<file path="src/common/p2gp_pkg.sv">
// p2gp_pkg: register map, field positions and reset values of the port 2 block
// assumes 16-bit register addresses and byte-wide register data
package p2gp_pkg;

  // ---------------------------------------------------------------------------
  // widths
  // ---------------------------------------------------------------------------
  localparam int unsigned ADDR_W = 16;
  localparam int unsigned DATA_W = 8;
  localparam int unsigned PINS   = 8;

  // ---------------------------------------------------------------------------
  // register offsets
  // ---------------------------------------------------------------------------
  localparam logic [ADDR_W-1:0] PIN_FUNCTION_SELECT_ADDR = 16'hffc9;
  localparam logic [ADDR_W-1:0] OUTPUT_DRIVE_TYPE_ADDR   = 16'hffcb;
  localparam logic [ADDR_W-1:0] PORT_DATA_LATCH_ADDR     = 16'hffd5;
  localparam logic [ADDR_W-1:0] PIN_DIRECTION_ADDR       = 16'hffe5;

  // ---------------------------------------------------------------------------
  // reset values and fixed read values
  // ---------------------------------------------------------------------------
  localparam logic [DATA_W-1:0] PIN_FUNCTION_SELECT_RST = 8'hc0;
  localparam logic [DATA_W-1:0] OUTPUT_DRIVE_TYPE_RST   = 8'h00;
  localparam logic [DATA_W-1:0] PORT_DATA_LATCH_RST     = 8'h00;
  localparam logic [DATA_W-1:0] PIN_DIRECTION_RST       = 8'h00;
  localparam logic [DATA_W-1:0] PIN_DIRECTION_READ      = 8'hff;
  localparam logic [DATA_W-1:0] UNMAPPED_READ           = 8'h00;
  // bits of pin_function_select that hold state; 7 and 6 are fixed ones
  localparam logic [DATA_W-1:0] PFS_WRITE_MASK          = 8'h3f;
  localparam logic [DATA_W-1:0] PFS_FIXED_ONES          = 8'hc0;

  // ---------------------------------------------------------------------------
  // pin_function_select fields
  // ---------------------------------------------------------------------------
  localparam int unsigned EXT_INTERRUPT_ZERO_SELECT_BIT = 3;
  localparam int unsigned SERIAL_OUT_PULLUP_OFF_BIT     = 2;
  localparam int unsigned UPDOWN_INPUT_SELECT_BIT       = 1;
  localparam int unsigned EXT_INTERRUPT_FOUR_SELECT_BIT = 0;
  localparam int unsigned UPDOWN_PIN                    = 1;
  localparam int unsigned EXT_INTERRUPT_FOUR_PIN        = 0;

  typedef logic [DATA_W-1:0] p2gp_byte_t;

endpackage : p2gp_pkg

</file>
<file path="src/common/p2gp_cfg_if.sv">
// p2gp_cfg_if: register contents handed from the register file to the pad logic
// assumes a single clock; all signals are register outputs
`timescale 1ns/1ps
interface p2gp_cfg_if;
  import p2gp_pkg::*;

  p2gp_byte_t data_latch;
  p2gp_byte_t direction;
  p2gp_byte_t drive_type;
  p2gp_byte_t function_select;

  modport regs (output data_latch, direction, drive_type, function_select);
  modport pads (input  data_latch, direction, drive_type, function_select);
endinterface : p2gp_cfg_if

</file>
<file path="src/rtl/p2gp_regs.sv">
// p2gp_regs: the four port 2 registers and their write behaviour
// assumes write strobes are already qualified by address; clk_en is applied here on the register update
`timescale 1ns/1ps
module p2gp_regs
  import p2gp_pkg::*;
(
  // clock and reset
  input  wire logic clk,
  input  wire logic rst_n,
  input  wire logic clk_en,
  // write port
  input  wire logic wr_data_latch,
  input  wire logic wr_direction,
  input  wire logic wr_drive_type,
  input  wire logic wr_function_select,
  input  wire p2gp_byte_t wdata,
  // register contents
  p2gp_cfg_if.regs cfg
);

  typedef struct packed {
    p2gp_byte_t data_latch;
    p2gp_byte_t direction;
    p2gp_byte_t drive_type;
    p2gp_byte_t function_select;
  } p2gp_regs_state_t;

  p2gp_regs_state_t state_reg;
  p2gp_regs_state_t state_next;

  always_comb
  begin
    state_next = state_reg;
    if (wr_data_latch)
    begin
      state_next.data_latch = wdata;
    end
    if (wr_direction)
    begin
      state_next.direction = wdata;
    end
    if (wr_drive_type)
    begin
      state_next.drive_type = wdata;
    end
    if (wr_function_select)
    begin
      // upper two bits never change
      state_next.function_select = (wdata & PFS_WRITE_MASK) | PFS_FIXED_ONES;
    end
  end

  always_ff @(posedge clk or negedge rst_n)
  begin
    if (!rst_n)
    begin
      state_reg.data_latch      <= PORT_DATA_LATCH_RST;
      state_reg.direction       <= PIN_DIRECTION_RST;
      state_reg.drive_type      <= OUTPUT_DRIVE_TYPE_RST;
      state_reg.function_select <= PIN_FUNCTION_SELECT_RST;
    end
    else if (clk_en)
    begin
      state_reg <= state_next;
    end
  end

  assign cfg.data_latch      = state_reg.data_latch;
  assign cfg.direction       = state_reg.direction;
  assign cfg.drive_type      = state_reg.drive_type;
  assign cfg.function_select = state_reg.function_select;

endmodule : p2gp_regs

</file>
<file path="src/rtl/p2gp_pads.sv">
// p2gp_pads: per-pin output drive, enables and alternate input routing
// assumes pad inputs are synchronous to clk; purely combinational
`timescale 1ns/1ps
module p2gp_pads
  import p2gp_pkg::*;
(
  // register contents
  p2gp_cfg_if.pads cfg,
  // pad side
  output wire p2gp_byte_t pin_out,
  output wire p2gp_byte_t pin_oe,
  output wire p2gp_byte_t general_io
);

  p2gp_byte_t gio;

  always_comb
  begin
    gio = '1;
    gio[UPDOWN_PIN]             = ~cfg.function_select[UPDOWN_INPUT_SELECT_BIT];
    gio[EXT_INTERRUPT_FOUR_PIN] = ~cfg.function_select[EXT_INTERRUPT_FOUR_SELECT_BIT];
  end

  // open-drain pins only sink: drive low while latch is 0, release otherwise
  assign pin_out    = cfg.data_latch & ~cfg.drive_type;
  assign pin_oe     = cfg.direction & gio & ~(cfg.drive_type & cfg.data_latch);
  assign general_io = gio;

endmodule : p2gp_pads

</file>
<file path="src/rtl/p2gp_top.sv">
// p2gp_top: port 2 general i/o with pin function select and drive type
// assumes a byte register port with one-cycle strobes and pads synchronous to clk
`timescale 1ns/1ps
module p2gp_top
  import p2gp_pkg::*;
(
  // clock and reset
  input  wire logic              clk,
  input  wire logic              reset_n,
  input  wire logic              clk_en,
  // register port
  input  wire logic [ADDR_W-1:0] reg_addr,
  input  wire p2gp_byte_t        reg_wdata,
  input  wire logic              reg_wr,
  input  wire logic              reg_rd,
  output wire p2gp_byte_t        reg_rdata,
  // port pins
  input  wire p2gp_byte_t        port_pin_in,
  output wire p2gp_byte_t        port_pin_out,
  output wire p2gp_byte_t        port_pin_oe,
  // other-port pin routed as interrupt 0
  input  wire logic              other_port_pin_in,
  output wire logic              other_port_general_in,
  output wire logic              ext_interrupt_zero_in,
  // alternate inputs taken from port pins
  output wire logic              updown_count_in,
  output wire logic              ext_interrupt_four_in,
  output wire logic              converter_ext_trigger,
  // serial output pin buffer
  input  wire logic              serial_out_data,
  output wire logic              serial_output_pin_out,
  output wire logic              serial_output_pin_oe,
  output wire logic              serial_out_pullup_off
);

  // ---------------------------------------------------------------------------
  // reset release
  // ---------------------------------------------------------------------------
  logic [1:0] rst_sync_reg;

  always_ff @(posedge clk or negedge reset_n)
  begin
    if (!reset_n)
    begin
      rst_sync_reg <= 2'h0;
    end
    else
    begin
      rst_sync_reg <= {rst_sync_reg[0], 1'b1};
    end
  end

  wire logic rst_n = rst_sync_reg[1];

  // ---------------------------------------------------------------------------
  // address decode
  // ---------------------------------------------------------------------------
  function automatic logic hit(input logic [ADDR_W-1:0] a, input logic [ADDR_W-1:0] r);
    hit = (a == r);
  endfunction : hit

  logic wr_data_latch;
  logic wr_direction;
  logic wr_drive_type;
  logic wr_function_select;

  always_comb
  begin
    wr_data_latch      = 1'b0;
    wr_direction       = 1'b0;
    wr_drive_type      = 1'b0;
    wr_function_select = 1'b0;
    if (reg_wr && hit(reg_addr, PORT_DATA_LATCH_ADDR))
    begin
      wr_data_latch = 1'b1;
    end
    else if (reg_wr && hit(reg_addr, PIN_DIRECTION_ADDR))
    begin
      wr_direction = 1'b1;
    end
    else if (reg_wr && hit(reg_addr, OUTPUT_DRIVE_TYPE_ADDR))
    begin
      wr_drive_type = 1'b1;
    end
    else if (reg_wr && hit(reg_addr, PIN_FUNCTION_SELECT_ADDR))
    begin
      wr_function_select = 1'b1;
    end
  end

  // ---------------------------------------------------------------------------
  // registers and pads
  // ---------------------------------------------------------------------------
  p2gp_cfg_if cfg ();

  p2gp_regs u_regs (
    .clk                (clk),
    .rst_n              (rst_n),
    .clk_en             (clk_en),
    .wr_data_latch      (wr_data_latch),
    .wr_direction       (wr_direction),
    .wr_drive_type      (wr_drive_type),
    .wr_function_select (wr_function_select),
    .wdata              (reg_wdata),
    .cfg                (cfg.regs)
  );

  p2gp_byte_t general_io;

  p2gp_pads u_pads (
    .cfg        (cfg.pads),
    .pin_out    (port_pin_out),
    .pin_oe     (port_pin_oe),
    .general_io (general_io)
  );

  // ---------------------------------------------------------------------------
  // read path and registered input routing
  // ---------------------------------------------------------------------------
  typedef struct packed {
    p2gp_byte_t rdata;
    logic       updown;
    logic       ext_interrupt_four_select;
    logic       ext_interrupt_zero_select;
    logic       other_in;
  } p2gp_top_state_t;

  p2gp_top_state_t state_reg;
  p2gp_top_state_t state_next;
  p2gp_byte_t      port_read;

  always_comb
  begin
    // output pins read back the latch, input pins the pad level
    port_read = (cfg.direction & cfg.data_latch) | (~cfg.direction & port_pin_in);
    state_next = state_reg;
    // read data live only in the cycle after the strobe
    state_next.rdata = UNMAPPED_READ;
    if (reg_rd)
    begin
      if (hit(reg_addr, PORT_DATA_LATCH_ADDR))
      begin
        state_next.rdata = port_read;
      end
      else if (hit(reg_addr, PIN_DIRECTION_ADDR))
      begin
        state_next.rdata = PIN_DIRECTION_READ;
      end
      else if (hit(reg_addr, OUTPUT_DRIVE_TYPE_ADDR))
      begin
        state_next.rdata = cfg.drive_type;
      end
      else if (hit(reg_addr, PIN_FUNCTION_SELECT_ADDR))
      begin
        state_next.rdata = cfg.function_select | PFS_FIXED_ONES;
      end
    end
    state_next.updown   = ~general_io[UPDOWN_PIN] & port_pin_in[UPDOWN_PIN];
    state_next.ext_interrupt_four_select     = ~general_io[EXT_INTERRUPT_FOUR_PIN] & port_pin_in[EXT_INTERRUPT_FOUR_PIN];
    state_next.ext_interrupt_zero_select     = cfg.function_select[EXT_INTERRUPT_ZERO_SELECT_BIT] & other_port_pin_in;
    state_next.other_in = ~cfg.function_select[EXT_INTERRUPT_ZERO_SELECT_BIT] & other_port_pin_in;
  end

  always_ff @(posedge clk or negedge rst_n)
  begin
    if (!rst_n)
    begin
      state_reg <= '0;
    end
    else if (clk_en)
    begin
      state_reg <= state_next;
    end
  end

  assign reg_rdata             = state_reg.rdata;
  assign updown_count_in       = state_reg.updown;
  assign ext_interrupt_four_in = state_reg.ext_interrupt_four_select;
  assign converter_ext_trigger = state_reg.ext_interrupt_four_select;
  assign ext_interrupt_zero_in = state_reg.ext_interrupt_zero_select;
  assign other_port_general_in = state_reg.other_in;

  // ---------------------------------------------------------------------------
  // serial output buffer
  // ---------------------------------------------------------------------------
  wire logic so_pullup_off = cfg.function_select[SERIAL_OUT_PULLUP_OFF_BIT];

  assign serial_out_pullup_off = so_pullup_off;
  assign serial_output_pin_out = serial_out_data & ~so_pullup_off;
  assign serial_output_pin_oe  = ~(so_pullup_off & serial_out_data);

endmodule : p2gp_top

</file>
<file path="config.mk">
export PLATFORM = sky130hd
export DESIGN_NAME = p2gp_top
export DESIGN_NICKNAME = d
export VERILOG_FILES = /design/src/common/p2gp_pkg.sv /design/src/common/p2gp_cfg_if.sv /design/src/rtl/p2gp_regs.sv /design/src/rtl/p2gp_pads.sv /design/src/rtl/p2gp_top.sv
export SDC_FILE = /design/constraint.sdc
export NUM_CORES = 1
export LEC_CHECK = 0
export ABC_AREA = 1
export BUFFER_PORTS_ARGS = -buffer_cell sky130_fd_sc_hd__buf_2
export CORE_MARGIN = 10
export CORE_UTILIZATION = 40
export DETAILED_ROUTE_END_ITERATION = 10
export PLACE_DENSITY = 0.62
export SLEW_MARGIN = 5
export SYNTH_ARGS = -nofsm -noshare
export SYNTH_HDL_FRONTEND = slang
export SYNTH_HIERARCHICAL = 1
export SYNTH_SLANG_ARGS = --single-unit
</file>
<file path="constraint.sdc">
create_clock -name clk -period 1.82 [get_ports clk]
set_input_delay 0 -clock clk [delete_from_list [all_inputs] [get_ports clk]]
set_output_delay 0 -clock clk [all_outputs]
set_load 0.01 [all_outputs]
</file>
==> summary.md <==
| Metric | Value |
|---|---|
| Outcome | `finished clean` |
| DP Cell Count | `473` |
| Reg clk slew, reported paths | `0.09 ns` |
| HP Start | `clk_en` |
| WL met1 | `3.02 mm` |
| Critical Path Most Common Cell | `nand2_1` |
| Area Growth Syn to Fin | `27.1%` |
| H-tree levels | `2` |
| Global-route wire length before repair | `11.2 mm` |
| Max_slew headroom | `0.642` |
| FF-to-FF setup slack | `0.54 ns` |
| Buffers and inverters on the worst path | `1` |
| Top Layer Used | `met4` |
| Fmax | `0.781 GHz` |
| CTS sink count | `44` |
| Reg2Reg Depth | `6` |
| Antenna-violating nets left | `0` |
| Clk pwr share | `0.397` |
| Avg Inst Size Synth | `7.48 sq um` |
| Post-synthesis cell area | `0.00246 sq mm` |
| Worst hold path type | `in2reg` |
| Setup TNS | `0 ns` |
| Final WL | `6.62 mm` |
| Hold Path Depth | `3` |
| Sequential power share | `0.515` |
| Vias | `2319` |
| Cell Pwr Density | `610 mW/mm^2` |
| Cells after synthesis | `329` |
| Post-place setup slack | `0.389 ns` |
| Die Y | `98.4 um` |
| Worst Hold Path EP | `u_regs/cfg.drive_type[6]` |
| Port Buf Inserts | `70` |
| Synthesis Warnings | `6` |
| Max Cap Viol | `0` |
| Pint | `1460 uW` |
| Synth Net Count | `368` |
| Vias in the first global route | `2334` |
| TritonCTS Buffers | `5` |
| Longest Clk Path Bufs | `2` |
| Fin crit share | `0.704` |
| Io pins | `71` |
| Fin nets | `457` |
| Clk_lat worst skew | `0.31 ns` |
| Tot GR Track Use | `0.137` |
| Crit end category | `register` |
| Root Buffer | `clkbuf_8` |
| Skew final | `0.00536 ns` |
| Met2 WL | `3.13 mm` |
| Hpwl dp | `5.06 mm` |
| Worst-margin pin slew | `0.531 ns` |
| Fin Hold WS | `0.170 ns` |
| Diode count | `0` |
| Total gr overflow | `0` |
| Combinational share of power | `0.088` |
| Crit start category | `register` |
| Switching share of power | `0.237` |
| Max VDD drop | `311 uV` |
| Max incr delay on CP | `0.45 ns` |
| Pin count of the biggest net entering global routing | `43` |
| Vias per cell | `4.69` |
| DR DRC count | `0` |
| Fin. Hold Viols | `0` |
| Worst path required time | `2.02 ns` |
| Final GP Congestion | `0.754` |
| Core Box Area | `0.00596 sq mm` |
| Initial DRC count | `60` |
| CP delay by family, top | `compound AO/OA/AOI/OAI gates` |
| Worst-path cell chain | `o21ai_0 -> nand3_2 -> nand2_1 -> inv_1 -> nand2_1 -> nand2_1` |
| DRT Pass-1 Iters | `4` |
| Chip Width | `98.4 um` |
| Share of cells above drive strength 1 | `0.282` |
| Post-layout worst setup margin | `0.539 ns` |
| Slowest cell on the critical path | `o21ai_0` |
| Row Count | `28` |
| RSZ-0062 raised after global routing | `false` |
| Initial antenna violation count | `0` |
| CTS tree | `built` |
| Wirelength per Cell | `13.4 um` |
| Worst R2R End | `reg_rdata[4]` |
| LEAKAGE | `0.00177 uW` |
| Metal3 WL | `412 um` |
| Crit Reg-Reg Startpoint | `u_regs/cfg.direction[4]` |
| Die area | `0.00969 sq mm` |
| Setup CP Type | `reg2reg` |
| Endpoints failing setup | `0` |
| Fin cells | `494` |
| Setup crit start | `u_regs/cfg.direction[4]` |
| Final Critical Period | `1.28 ns` |
| P_sw | `452 uW` |
| Starting Density | `0.413` |
| Tot Pwr | `1910 uW` |
| Slew Limit Fails | `0` |
| Critical Path AT | `1.48 ns` |
| Crit path max fanout | `4` |
## metal layers
layer,vias to the layer above,track usage
li1,1214,-
met1,1046,0.171
met2,53,0.220
met3,6,0.0475
met4,0,0.0331
met5,-,0
## cell usage in the layout, fill, tap and decap left out
master / n
nor2_2: 6
nor2_4: 1
nand3_2: 9
nor3_2: 1
o21ai_0: 9
nor3_1: 3
clkinvlp_4: 1
conb_1: 1
a21boi_0: 6
nand2_2: 7
dlygate4sd3_1: 13
dfrtp_1: 44
buf_2: 70
nand2_1: 122
o21ai_2: 1
nor2_1: 16
buf_4: 11
clkinv_2: 1
nand3_1: 52
inv_1: 33
nor3_4: 1
clkbuf_8: 5
inv_2: 3
bufinv_16: 1
a22o_1: 2
## worst reg2reg max path, stage by stage (launching register included)
cell     delay (ns)
dfrtp_1        0.42
o21ai_0        0.45
nand3_2        0.11
nand2_1        0.07
inv_1          0.03
nand2_1        0.05
nand2_1        0.04
## what timing repair did
action / 4_1_cts / 5_1_grt
hold buffers: 13 / 0
endpoints found under the hold margin: 36 / 0
setup buffers: 0 / 0
resized for setup: 0 / 0
## worst max path at each step
stage | end | slack, ns | cells past startpoint
after floorplan | u_regs/cfg.function_select[0] | 0.43 | 8
after global placement | u_regs/cfg.function_select[2] | 0.41 | 10
after detailed placement | u_regs/cfg.function_select[2] | 0.39 | 10
after CTS | reg_rdata[4] | 0.60 | 6
after global routing | reg_rdata[6] | 0.52 | 6
final | reg_rdata[4] | 0.54 | 6
## stage by stage
stage	cell area (sq um)	utilization
after floorplan	2460	-
after CTS	3130	0.525
after global placement	2890	0.484
after global routing	3130	0.525
after detailed placement	2890	0.484
final	3130	0.525
## cell type report
type	count	area [sq um]
clock buffer	5	68.8
timing repair buffer	94	563
sequential	44	1100
clock inverter	3	42.5
tap	75	93.8
fill	607	2830
inverter	36	135
multi-input combinational	237	1120
## power groups by stage
stage	logic, uW	registers (uW)	clock network (uW)
floorplan	62.7	1020	0
global placement	146	1000	0
detailed placement	148	1000	0
CTS	170	982	774
global route	188	983	820
finish	168	982	757
No activity file was read; power rests on OpenSTA's default activity.
